[src/hw/fdoc_pkg.sv]
// package for the four-drive output control block
// assumes one 20 MHz clock and an 8-bit register port
package fdoc_pkg;

  // ****************************************
  // register map
  // ****************************************
  localparam logic [2:0] OFS_OUT_CTRL  = 3'h2;
  localparam logic [7:0] OUT_CTRL_RST  = 8'h00;
  localparam int         BIT_DMA_GATE  = 3;
  localparam int         BIT_SOFT_RST  = 2;
  localparam int         MOTOR_LSB     = 4;

  // ****************************************
  // timing
  // ****************************************
  localparam int         CLK_MHZ       = 20;
  localparam int         SRST_MIN_NS   = 500;
  localparam int         SRST_MIN_CYC  = (SRST_MIN_NS * CLK_MHZ + 999) / 1000;

  // ****************************************
  // register contents
  // ****************************************
  typedef struct packed {
    logic [3:0] motor_on;
    logic       dma_gate_bit;
    logic       soft_reset_bit;
    logic [1:0] unit_select_field;
  } fdoc_ctrl_s;

  typedef struct packed {
    logic encoded_select_hi;
    logic encoded_select_lo;
    logic select_decode_enable_n;
    logic motor_decode_enable_n;
  } fdoc_pins_s;

endpackage

[src/hw/fdoc_top.sv]
// digital output control register and drive pin logic
// assumes a synchronous 8-bit register port and power-down input
// Function
// - four-drive pin meanings only when four_drive_select_cfg is 1
// - eight internal selects and enables encode onto four pins
// - with select enable low, encoded pins carry selected drive number
// - motor decode enable low lets decoder drive one motor enable
// - in power-down the motor bits are held off and the reset bit held 0, keeping the core in reset, except on a waking write
// - power-down keeps dma gate and drive select unchanged
// - writes in power-down do not wake unless a motor bit set
// - dma gate 1 enables request, ack, terminal count, interrupt
// - dma gate 0 tri-states interrupt and request, ignores ack and tc
// - gated terminal count still reaches other units
// - soft reset bit 0 clears controller core and fifo; only the fifo clear is lock-gated
// - hard reset clears soft reset bit; core stays reset until set
// - soft reset leaves rate, config registers and other bits alone
// - bits 1:0 select drive; motor may run without select
// - matching motor and select: encoded select, both enables low
// - no match: lowest motor, select enable high; none: all high
`timescale 1ns/1ns
module fdoc_top
(
  // clock and hard bus reset
  input  wire logic       clk,
  input  wire logic       rst,
  // register port
  input  wire logic [2:0] reg_addr,
  input  wire logic       reg_wr,
  input  wire logic       reg_rd,
  input  wire logic [7:0] reg_wdata,
  output logic      [7:0] reg_rdata,
  // configuration and power
  input  wire logic       four_drive_select_cfg,
  input  wire logic       power_down,
  input  wire logic       lock_bit,
  output logic            wake_req,
  // controller core side
  input  wire logic       core_dma_req,
  input  wire logic       core_irq,
  input  wire logic       floppy_dma_ack_n,
  input  wire logic       tc_in,
  output logic            core_reset,
  output logic            core_fifo_reset,
  output logic            core_ack_n,
  output logic            core_tc,
  output logic            other_unit_tc,
  // bus request outputs with enables
  output logic            floppy_dma_request,
  output logic            floppy_dma_request_oe,
  output logic            irq6_out,
  output logic            irq6_oe,
  // drive pins
  output logic            encoded_select_hi,
  output logic            encoded_select_lo,
  output logic            select_decode_enable_n,
  output logic            motor_decode_enable_n
);

  typedef struct packed {
    fdoc_pkg::fdoc_ctrl_s ctrl;
    logic [7:0]           rdata;
    logic                 wake;
  } fdoc_state_s;

  fdoc_state_s          st_ff;
  fdoc_state_s          nxt_st;
  fdoc_pkg::fdoc_pins_s pins;
  logic                 hit;

  assign hit = reg_addr == fdoc_pkg::OFS_OUT_CTRL;

  // ****************************************
  // register state
  // ****************************************
  always_comb
  begin
    nxt_st      = st_ff;
    nxt_st.wake = 1'b0;
    if (hit && reg_wr)
    begin
      nxt_st.ctrl = reg_wdata;
      if (power_down && reg_wdata[7:4] != 4'h0)
      begin
        nxt_st.wake = 1'b1;
      end
    end
    if (power_down && !nxt_st.wake)
    begin
      nxt_st.ctrl.motor_on       = 4'h0;
      nxt_st.ctrl.soft_reset_bit = 1'b0;
    end
    nxt_st.rdata = (hit && reg_rd) ? nxt_st.ctrl : 8'h00;
  end

  always_ff @(posedge clk or posedge rst)
  begin
    if (rst)
    begin
      st_ff <= '{ctrl: fdoc_pkg::OUT_CTRL_RST, rdata: 8'h00, wake: 1'b0};
    end
    else
    begin
      st_ff <= nxt_st;
    end
  end

  assign reg_rdata = st_ff.rdata;
  assign wake_req  = st_ff.wake;

  // ****************************************
  // soft reset and dma gating
  // ****************************************
  assign core_reset      = ~st_ff.ctrl.soft_reset_bit;
  assign core_fifo_reset = ~st_ff.ctrl.soft_reset_bit & ~lock_bit;

  assign floppy_dma_request    = core_dma_req;
  assign floppy_dma_request_oe = st_ff.ctrl.dma_gate_bit;
  assign irq6_out              = core_irq;
  assign irq6_oe               = st_ff.ctrl.dma_gate_bit;
  assign core_ack_n            = st_ff.ctrl.dma_gate_bit ? floppy_dma_ack_n : 1'b1;
  assign core_tc               = st_ff.ctrl.dma_gate_bit & tc_in;
  assign other_unit_tc         = tc_in;

  // ****************************************
  // drive pins
  // ****************************************
  fdoc_encode u_enc
  (
    .ctrl                  (st_ff.ctrl),
    .four_drive_select_cfg (four_drive_select_cfg),
    .pins                  (pins)
  );

  assign encoded_select_hi      = pins.encoded_select_hi;
  assign encoded_select_lo      = pins.encoded_select_lo;
  assign select_decode_enable_n = pins.select_decode_enable_n;
  assign motor_decode_enable_n  = pins.motor_decode_enable_n;

  // ****************************************
  // checks
  // ****************************************
  a_pd_motor_off: assert property (@(posedge clk) disable iff (rst)
    power_down && !(hit && reg_wr) |=> st_ff.ctrl.motor_on == 4'h0)
    else $error("motor bits active in power-down");
  a_pd_keep_sel: assert property (@(posedge clk) disable iff (rst)
    power_down && !(hit && reg_wr) |=> $stable(st_ff.ctrl.unit_select_field))
    else $error("select changed in power-down");
  a_wake_motor: assert property (@(posedge clk) disable iff (rst)
    power_down && hit && reg_wr && reg_wdata[7:4] != 4'h0 |=> wake_req)
    else $error("no wake on motor write");
  a_no_wake: assert property (@(posedge clk) disable iff (rst)
    hit && reg_wr && reg_wdata[7:4] == 4'h0 |=> !wake_req)
    else $error("wake without motor bit");
  a_dma_gate_off: assert property (@(posedge clk) disable iff (rst)
    !st_ff.ctrl.dma_gate_bit |-> !irq6_oe && !floppy_dma_request_oe && !core_tc && core_ack_n)
    else $error("dma lines not gated");
  a_tc_other: assert property (@(posedge clk) disable iff (rst)
    other_unit_tc == tc_in)
    else $error("tc blocked to other units");
  a_soft_reset: assert property (@(posedge clk) disable iff (rst)
    hit && reg_wr && !reg_wdata[2] |=> core_reset)
    else $error("core not reset");
  a_match_pins: assert property (@(posedge clk) disable iff (rst)
    four_drive_select_cfg && st_ff.ctrl.motor_on[st_ff.ctrl.unit_select_field]
    |-> {encoded_select_hi, encoded_select_lo} == st_ff.ctrl.unit_select_field
        && !select_decode_enable_n && !motor_decode_enable_n)
    else $error("matched select pins wrong");
  a_none_pins: assert property (@(posedge clk) disable iff (rst)
    four_drive_select_cfg && st_ff.ctrl.motor_on == 4'h0
    |-> encoded_select_hi && encoded_select_lo && select_decode_enable_n && motor_decode_enable_n)
    else $error("idle pins not high");

endmodule

[src/hw/fdoc_encode.sv]
// drive pin encoder for two- and four-drive modes
// assumes control fields are already registered
`timescale 1ns/1ns
module fdoc_encode
(
  // control
  input  wire fdoc_pkg::fdoc_ctrl_s ctrl,
  input  wire logic                 four_drive_select_cfg,
  // pins
  output fdoc_pkg::fdoc_pins_s      pins
);

  logic [1:0] lowest;
  logic       match;

  // ****************************************
  // lowest enabled motor
  // ****************************************
  always_comb
  begin
    lowest = 2'h3;
    for (int i = 3; i >= 0; i--)
    begin
      if (ctrl.motor_on[i])
      begin
        lowest = 2'(i);
      end
    end
  end

  assign match = ctrl.motor_on[ctrl.unit_select_field];

  always_comb
  begin
    if (four_drive_select_cfg)
    begin
      if (ctrl.motor_on == 4'h0)
      begin
        pins = 4'hf;
      end
      else if (match)
      begin
        pins = {ctrl.unit_select_field, 1'b0, 1'b0};
      end
      else
      begin
        pins = {lowest, 1'b1, 1'b0};
      end
    end
    else
    begin
      // two-drive: select_n pair, motor_n pair
      pins.encoded_select_hi      = ~(ctrl.unit_select_field == 2'h1);
      pins.encoded_select_lo      = ~(ctrl.unit_select_field == 2'h0);
      pins.select_decode_enable_n = ~ctrl.motor_on[1];
      pins.motor_decode_enable_n  = ~ctrl.motor_on[0];
    end
  end

endmodule

[config.mk]
export PLATFORM = sky130hd
export DESIGN_NAME = fdoc_top
export DESIGN_NICKNAME = d
export VERILOG_FILES = /design/src/hw/fdoc_pkg.sv /design/src/hw/fdoc_top.sv /design/src/hw/fdoc_encode.sv
export SDC_FILE = /design/constraint.sdc
export NUM_CORES = 1
export LEC_CHECK = 0
export BUFFER_PORTS_ARGS = -buffer_cell sky130_fd_sc_hd__buf_2
export CAP_MARGIN = 25
export CORE_MARGIN = 10
export CORE_UTILIZATION = 47
export DETAILED_ROUTE_END_ITERATION = 8
export PLACE_DENSITY = 0.82
export SLEW_MARGIN = 20
export SYNTH_ARGS = -nofsm -noshare
export SYNTH_HDL_FRONTEND = slang
export SYNTH_SLANG_ARGS = --single-unit
[constraint.sdc]
create_clock -name clk -period 2.9 [get_ports clk]
set_input_delay 0.145 -clock clk [delete_from_list [all_inputs] [get_ports clk]]
set_output_delay 0.145 -clock clk [all_outputs]
set_load 0.01 [all_outputs]
# --- Word-level counts from Yosys, hierarchy flattened ---
# Index checks and enable logic that the tools add are counted.
word_totals:
  reg_bits: 17
  in_bits: 22
  output_inout_bits: 22
  word_cells: 40
op_classes:
  n_lt_le_gt_ge: 1
  eq_ne: 2
  n_mux: 15
  n_bitwise: 8
  reduce_logical: 8
ops:
  columns: ["operator", "count"]
  rows:
  - ["$mux 4", 4]
  - ["$mux 8", 2]
  - ["$mux 1", 6]
  - ["$not 1->1", 6]
  - ["$logic_and 1x1->1", 4]
  - ["$logic_not 4->1", 1]
  - ["$mux 2", 2]
  - ["$reduce_bool 4->1", 1]
  - ["$eq 3x2->1 const B", 1]
  - ["$lt 2x3->1 const B", 1]
  - ["$and 1x1->1", 2]
  - ["$bmux 1 s2", 1]
  - ["$eq 2x1->1 const B", 1]
  - ["$logic_not 2->1", 1]
  - ["$logic_not 1->1", 1]

# --- Longest topological paths before layout ---
# Gate-level depths: netlist (run 1).
depth:
  word_depth: 8
  depth_mapped: 5
  depth_no_buf: 3

# --- By module ---
# From an unflattened synthesis (run 1), not the netlist that was laid out.
hier_totals:
  cells_unflattened: 84
  hier_area_um2: 877.1
modules_own_cells:
  columns: ["module", "instances", "cells_per_inst", "area_per_inst_um2", "seq_area_each_um2"]
  rows:
  - ["fdoc_top", 1, 68, 764.5, 425.4]
  - ["fdoc_encode", 1, 16, 112.6, 0.0]

# --- Worst setup path after synthesis (run 1) ---
# No wires, ideal clock.
synth_path:
  path_kind: "register to output"
  start: "reg st_ff[9] (netlist name)"
  end: "out encoded_select_hi"
  t_arrival_ps: 1471
  required_time_ps: 2755
  path_slack_ps: 1284
  stages_incl_launch_ff: 4
  path_buffers: 0
  path_cell_list: "dfrtp_1 -> mux4_2 -> or3_1 -> a31oi_1"
synth_between:
  elab_chain_len: 5
  elab_cells_between_ends: 7
  cone_classes: "eq/ne (1); mux (5); bitwise (1)"
synth_rtl:
  columns: ["item", "line", "source"]
  rows:
  - ["start, declared", "fdoc_top.sv:65", "fdoc_state_s st_ff;"]
  - ["start signal, assigned", "fdoc_top.sv:99", "st_ff <= '{ctrl: fdoc_pkg::OUT_CTRL_RST, rdata: 8'h00, wake: 1'b0};"]
  - ["start signal, assigned", "fdoc_top.sv:103", "st_ff <= nxt_st;"]
  - ["$bmux 1 s2", "fdoc_encode.sv:31", "assign match = ctrl.motor_on[ctrl.unit_select_field];"]
  - ["$mux 1 (implied by the code)", "fdoc_encode.sv:31", null]
  - ["$mux 4", "fdoc_encode.sv:41", "else if (match)"]
  - ["$mux 4", "fdoc_encode.sv:37", "if (ctrl.motor_on == 4'h0)"]
  - ["$mux 4 *", "fdoc_encode.sv:35", "if (four_drive_select_cfg)"]
  - ["end, declared", "fdoc_top.sv:53", "output logic encoded_select_hi,"]
# Mark *: on every way between the ends. The rest lies on a longest branch, timed or not. The select of a mux whose other input is x is not followed.

# --- Final worst setup path (run 1) ---
# Ends and elaborated chain as after synthesis.

==> qor.yml, run 1 <==
drt:
  vias_per_cell: 5.00
  vias: 700
  drtPass1Iterations: 4
  drt-wirelength-per-cell_um: 14.6
  drt_iter0_markers: 22
  detail-route-antenna-nets: 0
  drcViolationCount: 0
  wirelength_um: 2050
synthesis:
  synthesis.nets: 107
  yosys.area_share.simple: 0.228
  synth_compound_area_frac: 0.0765
  synth_cell_types: 27
  synthTopCellsByArea: "dfrtp_1, buf_4, mux2_2"
  seq_area_frac_synth: 0.482
  synthXorXnorAreaFrac: 0
  synth_cells: 85
  yosysTopAreaCell: "dfrtp_1"
  syn_area_um2: 883
  synth_warnings: 0
  yosysTopAreaCellShare: 0.482
  synth_fa_ha_area_frac: 0
  synth_mux_area_frac: 0.0765
  syn-mean-instance-area_um2: 10.4
  synth_top_family_by_area: "simple AND/OR/NAND/NOR gates"
  synth.ff_latch_count: 17
critical_path:
  critical_path_class: "flop to primary output"
  worst-path-stages: 4
  timing.rr.start: "st_ff[13]"
  crit_start: "st_ff[9]"
  cp_top_family: "multiplexers"
  end_kind: "primary output"
  worst-path-buf-inv: 1
  reg2regPathDepth: 2
  r2r_end: "reg_rdata[4]"
  start_kind: "flop"
  crit_chain: "mux4_2, or3_1, a31oi_1, buf_2"
  required_ns: 2.76
  crit_slowest_cell: "mux4_2"
  worstPathArrival_ns: 1.94
  endpoint: "encoded_select_hi"
  cp_max_fo: 4
  worst-r2r-setup-slack_ns: 1.73
  max_stage_delay_ns: 0.54
global_route:
  grt_max_degree: 18
  grt_pass1_wl_um: 3540
  grt_util_all_layers: 0.105
  grt_pass1_vias: 777
  grt-ovfl-total: 0
  antenna_found_initial: 0
clocking:
  cts_root_buf: "clkbuf_4"
  cts.htree.levels: 1
  ctsResizeCount: 0
  cts_tree: "built"
  path_clk_slew_ns: 0.10
  clk_latency_ns: 0.28
  clkSinkCount: 17
  cts_buffers: 3
  clock_path_buffers: 2
final_layout:
  antennaDiodeCount: 0
  nets: 138
  syn_to_final_growth_pct: 18.8
  final_common_cell: "buf_2"
  drive_gt1_frac: 0.461
  final_cell_mix: "buf_2, dfrtp_1, nand2_1, nor2b_1, a21oi_1"
  final_cells: 140
  finish.utilization: 0.601
timing:
  finalSetupTns_ns: 0
  fmax_ghz: 0.480
  setup_viol: 0
  fin_skew_ns: 0.000384
  worst_pin_slew_ns: 0.623
  relSlewSlack: 0.584
  rsz0062_at_grt: "no"
  fin_crit_sh: 0.718
  final.min_clock_period_ns: 2.08
  drv_slew: 0
  final_hold_viol_count: 0
flow_run:
  drv_cap: 0
power_and_ir_drop:
  power_density_nw_per_um2: 465
  power_leakage_nw: 0.552
  vdd.ir_drop.worst_mv: 0.306
status:
  status: "complete, no violations"
floorplanning:
  initial_core_util: 0.506
  die_x_um: 63.4
  ios: 44
  fp.dieArea_um2: 4010
  chipHeight_um: 63.4
  coreArea_um2: 1750
  rows: 15
placed_design:
  numPortBuffers: 39
  dp_hpwl_um: 1690
  dp_cells: 135
  gp_congestion: 0.741
min_path:
  min_from: "reg_wdata[6]"
  min_path_type: "input port to flop"
## worst reg2reg max path, stage by stage, from the launching register on
cell,delay (ns)
dfrtp_1,0.44
or3b_2,0.50
a21oi_1,0.16
## Yosys cell counts
cell type and n:
dfrtp_1 17, buf_4 12, nand2_1 9, nor2b_1 6, a21oi_1 5, mux2_2 4
or3b_2 4, inv_1 3, nand3_1 3, a31oi_1 2, nor2_1 2, o21ai_0 2
or3_1 2, a2bb2oi_1 1, and2_1 1, and3_1 1, buf_2 1, buf_6 1
clkbuf_1 1, mux4_2 1, nand2b_1 1, nand3b_1 1, nand4bb_1 1, nor3_1 1
nor4bb_1 1, o41a_1 1, or4_1 1
## registers in the layout, summed over array words and instances, names as in the netlist
register and count:
st_ff 7, wake_req 1, reg_rdata 8, floppy_dma_request_oe 1
## worst min-delay path by stage
stage          cells after the start  slack [ns]                    end
2_1_floorplan                      1        0.07  floppy_dma_request_oe
3_3_place_gp                       2        0.25           reg_rdata[3]
3_5_place_dp                       2        0.25  floppy_dma_request_oe
4_1_cts                            3        0.08              st_ff[16]
5_1_grt                            3        0.09              st_ff[15]
6_report                           3        0.09              st_ff[15]
## logic make-up (layout without fill, tap and decap cells)
kind of cell	count (synthesis)	in the layout
AND/OR/NAND/NOR	34	34
AO/OA/AOI/OAI	11	11
multiplexers	5	5
flip-flops	17	17
buffers and inverters	18	48
## through the flow
stage          setup slack [ns]  total power [mW]  cell area, µm²  hold slack (ns)
5_1_grt                   0.689             0.517            1050           0.0890
6_report                  0.817             0.488            1050           0.0908
3_5_place_dp               1.13             0.368            1010            0.255
4_1_cts                   0.810             0.493            1050           0.0776
2_1_floorplan              1.28             0.333             883           0.0711
3_3_place_gp               1.22             0.364            1010            0.246
## what timing repair did
| action | CTS | global route |
|---|---|---|
| hold buffers | 1 | 0 |
| buffers inserted | 0 | 0 |
| hold endpoints to repair | 17 | 0 |
## where the power goes
group	switching [mW]	total (mW)	internal (mW)	leakage, nW
clock	0.0724	0.126	0.0534	0.0150
sequential	0.0151	0.265	0.250	0.230
combinational	0.0463	0.0972	0.0508	0.307
total	0.134	0.488	0.354	0.552
## final cells by class
| cell class | count | area [µm²] |
|---|---|---|
| repair buffers | 41 | 213 |
| well taps | 25 | 31.3 |
| inverters | 3 | 11.3 |
| fillers | 156 | 696 |
| flip-flops and latches | 17 | 425 |
| clock buffers | 4 | 26.3 |
| multi-input cells | 50 | 343 |
## per-layer routing
metal / routed length, µm / GRT usage / vias up
met5: 0 / 0 / -
met2: 945 / 0.166 / 33
li1: - / - / 344
met1: 897 / 0.126 / 323
met3: 204 / 0.0548 / 0
met4: 0 / 0.0164 / 0
Power figures use the tool's default switching activity.
==> run 2, diff against run 1 <==
--- a/config.mk
+++ b/config.mk
@@ -8,9 +8,9 @@
 export BUFFER_PORTS_ARGS = -buffer_cell sky130_fd_sc_hd__buf_2
 export CAP_MARGIN = 25
 export CORE_MARGIN = 10
-export CORE_UTILIZATION = 47
+export CORE_UTILIZATION = 40
 export DETAILED_ROUTE_END_ITERATION = 8
-export PLACE_DENSITY = 0.82
+export PLACE_DENSITY = 0.74
 export SLEW_MARGIN = 20
 export SYNTH_ARGS = -nofsm -noshare
 export SYNTH_HDL_FRONTEND = slang
==> constraint.sdc (replaced) <==
create_clock -name clk -period 1.7 [get_ports clk]
set_input_delay 0.085 -clock clk [delete_from_list [all_inputs] [get_ports clk]]
set_output_delay 0.085 -clock clk [all_outputs]
set_load 0.01 [all_outputs]
==> run 2 against run 1 <==
The run now ends with negative setup slack left. Setup slack got worse by 1.1 ns. Via count increased by 6.1%. Critical path depth unchanged. Clock skew increased by 0.0029 ns. Global-route usage about the same. Sequential share of layout area decreased by 2.9 points. Clock power increased by 71%. Non-clock buffer count increased by 6. Power increased by 79%. Register-to-register slack got worse by 1.2 ns. Largest power group unchanged.
==> qor.yml, run 2 (same netlist as run 1, synthesis figures left out) <==
critical_path:
  required_ns: 1.62  # was 2.76 ns
  worstPathArrival_ns: 1.92  # was 1.94 ns
  cp_max_fo: 4  # unchanged
  start_kind: "flop"  # unchanged
  reg2regPathDepth: 3  # was 2
  end_kind: "primary output"  # unchanged
  critical_path_class: "flop to primary output"  # unchanged
timing:
  fin_crit_sh: 1.18
  setup_slack_ns: -0.307  # was 0.817 ns
  setup_viol: 3  # was 0
  worst_pin_slew_ns: 0.655  # was 0.623 ns
  worst_hold_slack_ns: 0.0192  # was 0.0908 ns
  drv_slew: 0  # unchanged
  fmax_ghz: 0.498
  rsz0062_at_grt: "yes"  # was no
  relSlewSlack: 0.563  # was 0.584
  final.min_clock_period_ns: 2.01
  fin_skew_ns: 0.00332  # was 0.000384 ns
  final_hold_viol_count: 0  # unchanged
clocking:
  clock_path_buffers: 2  # unchanged
  cts_buffers: 3  # unchanged
  cts_root_buf: "clkbuf_4"  # unchanged
  clk_latency_ns: 0.29  # was 0.28 ns
  clkSinkCount: 17  # unchanged
  cts.htree.levels: 1  # unchanged
  path_clk_slew_ns: 0.10  # about the same
  cts_tree: "built"  # unchanged
global_route:
  grt_max_degree: 18  # unchanged
  grt_pass1_wl_um: 3730  # was 3540 µm
  antenna_found_initial: 0  # unchanged
  grt_util_all_layers: 0.105  # about the same
  grt-ovfl-total: 0  # unchanged
  grt_pass1_vias: 821  # was 777
power_and_ir_drop:
  seqPwrFrac: 0.518  # was 0.543
  finalPower_mw: 0.874  # was 0.488 mW
  p_int_mw: 0.629  # was 0.354 mW
  power_density_nw_per_um2: 772  # was 465 nW/µm²
  power.switching_mw: 0.245  # was 0.134 mW
  power_leakage_nw: 0.589  # was 0.552 nW
  power.share.clock: 0.246  # was 0.258
  vdd.ir_drop.worst_mv: 0.473  # was 0.306 mV
  combPwrFrac: 0.236  # was 0.199
  swShare: 0.280  # was 0.274
flow_run:
  drv_cap: 0  # unchanged
final_layout:
  design_area_um2: 1130  # was 1050 µm²
  finish.utilization: 0.559  # was 0.601
  final_common_cell: "buf_2"  # unchanged
  antennaDiodeCount: 0  # unchanged
  largest_reg_flops: 8  # unchanged
  nets: 144  # was 138
  n_fill_cell: 194  # was 156
  syn_to_final_growth_pct: 28.0  # was 18.8%
  regArea_um2: 425  # unchanged
  drive_gt1_frac: 0.512  # was 0.461
  multi_input_area_um2: 367  # was 343 µm²
  final_cell_mix: "buf_2, dfrtp_1, nand2_1, nor2b_1, buf_4"  # was buf_2, dfrtp_1, nand2_1, nor2b_1, a21oi_1
placed_design:
  gp_congestion: 0.768  # was 0.741
  dpl_cell_area_um2: 1040  # was 1010 µm²
  dp_hpwl_um: 1770  # was 1690 µm
  numPortBuffers: 39  # unchanged
floorplanning:
  coreArea_um2: 2020  # was 1750 µm²
  initial_core_util: 0.437  # was 0.506
  chipHeight_um: 67.0  # was 63.4 µm
  fp.dieArea_um2: 4490  # was 4010 µm²
  rows: 16  # was 15
  die_x_um: 67.0  # was 63.4 µm
  ios: 44  # unchanged
drt:
  drcViolationCount: 0  # unchanged
  drtPass1Iterations: 3  # was 4
  vias_per_cell: 5.02  # was 5.00
  vias: 743  # was 700
  drt-wirelength-per-cell_um: 15.7  # was 14.6 µm
  drt_iter0_markers: 16  # was 22
  wirelength_um: 2320  # was 2050 µm
  detail-route-antenna-nets: 0  # unchanged
min_path:
  min_path_type: "input port to flop"  # unchanged
  hold_depth: 3  # unchanged
status:
  status: "complete, but fails checks"  # was complete, no violations
  violations: "negative setup slack"
## run 2: routing by layer
layer / wire, µm / share of wire / vias up / GRT usage
li1: - / - / 351 / -
met1: 924 / 0.40 / 354 / 0.106
met2: 1080 / 0.47 / 36 / 0.181
met3: 302 / 0.13 / 2 / 0.0635
met4: 6 / 0.0026 / 0 / 0.0205
met5: 0 / 0 / - / 0
## run 2: area by class of cell
cell class / count / area share
Timing Repair Buffer: 47 / 0.237
Tap cell: 27 / 0.0299
Multi-Input combinational cell: 50 / 0.324
Sequential cell: 17 / 0.376
Inverter: 3 / 0.00996
Clock buffer: 4 / 0.0232
## run 2: critical path: stages (launching register included)
cell	delay [ns]
dfrtp_1	0.42
mux4_2	0.55
or3_4	0.36
a31oi_4	0.18
buf_6	0.12
## run 2: worst paths after layout
path | from | endpoint | slack [ns]
max | st_ff[9] | encoded_select_hi | -0.31
min | reg_wdata[7] | st_ff[16] | 0.02
max reg2reg | st_ff[13] | reg_rdata[4] | 0.49
min reg2reg | floppy_dma_request_oe | floppy_dma_request_oe | 0.61
max in group asynchronous | rst | st_ff[15] | 0.86
min in group asynchronous | rst | reg_rdata[3] | 0.42
## run 2: through the flow
stage | TNS [ns] | setup slack, ns | instances
6_report | -0.659 | -0.307 | 148
5_1_grt | -0.908 | -0.375 | 148
4_1_cts | -0.483 | -0.339 | 146
3_5_place_dp | -0.0291 | -0.0291 | 140
3_3_place_gp | 0 | 0.0751 | 140
2_1_floorplan | 0 | 0.144 | 85
## run 2: power by group through the flow
stage          Combinational, mW  Sequential [mW]  Clock [mW]
5_1_grt                    0.225            0.456       0.245
6_report                   0.206            0.453       0.215
3_3_place_gp               0.170            0.458           0
4_1_cts                    0.179            0.452       0.220
3_5_place_dp               0.174            0.460           0
2_1_floorplan              0.109            0.458           0
## run 2: timing repair
item / CTS / global route
buffers inserted: 1 / 2
endpoints found under the setup margin: 1 / 3
pin swaps: 0 / 2
gates cloned: 0 / 0
gates resized for setup: 0 / 5
hold buffers: 1 / 0
hold endpoints to repair: 17 / 0
==> run 3, diff against run 2 <==
==> constraint.sdc (replaced) <==
create_clock -name clk -period 1.7 [get_ports clk]
set_input_delay 0.255 -clock clk [delete_from_list [all_inputs] [get_ports clk]]
set_output_delay 0.255 -clock clk [all_outputs]
set_load 0.01 [all_outputs]
==> run 3 against run 2 <==
The run still ends with negative setup slack left. Die area stayed put. Non-clock buffer count is 1 higher. Clock power hardly changed. Via count shrank 2.2%. Clock skew fell by 0.0030 ns. Wire length decreased by 2.4%. Final cell count is 0.68% higher. Register-to-register slack barely moved. Maximum frequency decreased by 3.4%. Cell area grew 0.33%.
==> qor.yml, run 3 (same netlist as run 1, synthesis figures left out) <==
global_route:
  grt_max_degree: 18  # unchanged
  grt_pass1_vias: 793  # was 821
  antenna_found_initial: 0  # unchanged
  grt_util_all_layers: 0.103  # was 0.105
  grt_pass1_wl_um: 3640  # was 3730 µm
  grt-ovfl-total: 0  # unchanged
timing:
  worst_pin_slew_ns: 0.628  # was 0.655 ns
  relSlewSlack: 0.581  # was 0.563
  drv_slew: 0  # unchanged
  fin_crit_sh: 1.22  # was 1.18
  fin_skew_ns: 0.000304  # was 0.00332 ns
  fmax_ghz: 0.481  # was 0.498 GHz
  rsz0062_at_grt: "yes"  # unchanged
  final_hold_viol_count: 0  # unchanged
  final.min_clock_period_ns: 2.08  # was 2.01 ns
  setup_viol: 4  # was 3
  setup_slack_ns: -0.377  # was -0.307 ns
final_layout:
  nets: 145  # was 144
  final_cells: 149  # was 148
  final_cell_mix: "buf_2, dfrtp_1, nand2_1, nor2b_1"  # was buf_2, dfrtp_1, nand2_1, nor2b_1, buf_4
  antennaDiodeCount: 0  # unchanged
  largest_reg_flops: 8  # unchanged
  syn_to_final_growth_pct: 28.5  # was 28.0%
  final_common_cell: "buf_2"  # unchanged
  drive_gt1_frac: 0.525  # was 0.512
  finish.utilization: 0.561  # was 0.559
floorplanning:
  initial_core_util: 0.437  # unchanged
  coreArea_um2: 2020  # unchanged
  ios: 44  # unchanged
  chipHeight_um: 67.0  # unchanged
  rows: 16  # unchanged
  die_x_um: 67.0  # unchanged
  fp.dieArea_um2: 4490  # unchanged
flow_run:
  drv_cap: 0  # unchanged
placed_design:
  dp_cells: 143  # was 140
  dp_hpwl_um: 1810  # was 1770 µm
  numPortBuffers: 39  # unchanged
  gp_congestion: 0.741  # was 0.768
critical_path:
  start_kind: "flop"  # unchanged
  worstPathArrival_ns: 1.82  # was 1.92 ns
  worst-r2r-setup-slack_ns: 0.48  # was 0.49 ns
  reg2regPathDepth: 3  # unchanged
  end_kind: "primary output"  # unchanged
  timing.rr.start: "st_ff[13]"  # unchanged
  cp_max_fo: 2  # was 4
  critical_path_class: "flop to primary output"  # unchanged
  r2r_end: "reg_rdata[4]"  # unchanged
  required_ns: 1.44  # was 1.62 ns
drt:
  drcViolationCount: 0  # unchanged
  drt_iter0_markers: 4  # was 16
  drt-wirelength-per-cell_um: 15.2  # was 15.7 µm
  vias_per_cell: 4.88  # was 5.02
  top_layer_used: "met4"  # unchanged
  route.met3.wl_um: 283  # was 302 µm
  vias: 727  # was 743
  dr_wl_met2_um: 1140  # was 1080 µm
  drtPass1Iterations: 4  # was 3
  drt-met1-wl_um: 827  # was 924 µm
  wirelength_um: 2260  # was 2320 µm
  detail-route-antenna-nets: 0  # unchanged
clocking:
  path_clk_slew_ns: 0.09  # was 0.10 ns
  cts.htree.levels: 1  # unchanged
  cts_root_buf: "clkbuf_4"  # unchanged
  hold_buffers: 0  # was 1
  clock_path_buffers: 2  # unchanged
  cts_tree: "built"  # unchanged
  cts_buffers: 3  # unchanged
  clk_latency_ns: 0.29  # about the same
  clkSinkCount: 17  # unchanged
status:
  status: "complete, but fails checks"  # unchanged
  violations: "negative setup slack"  # unchanged
power_and_ir_drop:
  finalPower_mw: 0.876  # was 0.874 mW
  power_leakage_nw: 0.592  # was 0.589 nW
  vdd.ir_drop.worst_mv: 0.577  # was 0.473 mV
  power_density_nw_per_um2: 772  # about the same
min_path:
  min_path_type: "input port to async pin"  # was input port to flop
==> run 3: critical path: stages (launching register included) <==
cell,delay (ns)
dfrtp_1,0.38
mux4_2,0.52
or3_4,0.34
a31oi_2,0.15
buf_2,0.15
==> run 3: metal layers <==
metal / track usage / vias up
met5: 0 / -
met1: 0.110 / 340
li1: - / 354
met4: 0.0308 / 0
met3: 0.0686 / 2
met2: 0.161 / 31
==> run 3: worst max-delay path by stage <==
| stage | start | end | slack [ns] |
|---|---|---|---|
| after detailed placement | st_ff[9] | encoded_select_hi | -0.08 |
| after global routing | st_ff[9] | encoded_select_hi | -0.46 |
| after global placement | st_ff[9] | encoded_select_hi | -0.05 |
| final | st_ff[9] | encoded_select_hi | -0.38 |
| after floorplan | st_ff[9] | encoded_select_hi | -0.0009 |
| after CTS | st_ff[9] | encoded_select_hi | -0.39 |
==> run 3: through the flow <==
step / instance area [µm²] / hold slack (ns) / setup WS, ns / setup TNS (ns)
finish: 1130 / 0.0267 / -0.377 / -0.995
global route: 1130 / 0.0729 / -0.460 / -1.33
CTS: 1130 / 0.0445 / -0.387 / -1.19
detailed placement: 1070 / 0.375 / -0.0834 / -0.0834
global placement: 1070 / 0.360 / -0.0548 / -0.0548
floorplan: 890 / 0.181 / -0.000884 / -0.000884
==> run 3: cell type report <==
type | instances | area [µm²]
fill | 187 | 887
sequential | 17 | 425
multi-input combinational | 50 | 360
timing repair buffer | 48 | 278
tap | 27 | 33.8
clock buffer | 4 | 26.3
inverter | 3 | 11.3
==> run 3: power breakdown <==
| part | internal, mW | leakage, nW | total (mW) | switching (mW) |
|---|---|---|---|---|
| Clock | 0.0913 | 0.0150 | 0.216 | 0.125 |
| Sequential | 0.427 | 0.230 | 0.444 | 0.0174 |
| Combinational | 0.115 | 0.347 | 0.215 | 0.101 |
==> run 3: repair_timing <==
action                                  4_1_cts  5_1_grt
setup buffers                                 3        1
cloned                                        0        0
gates resized for setup                       4        4
endpoints found under the setup margin        4        4
pin swaps                                     2        2
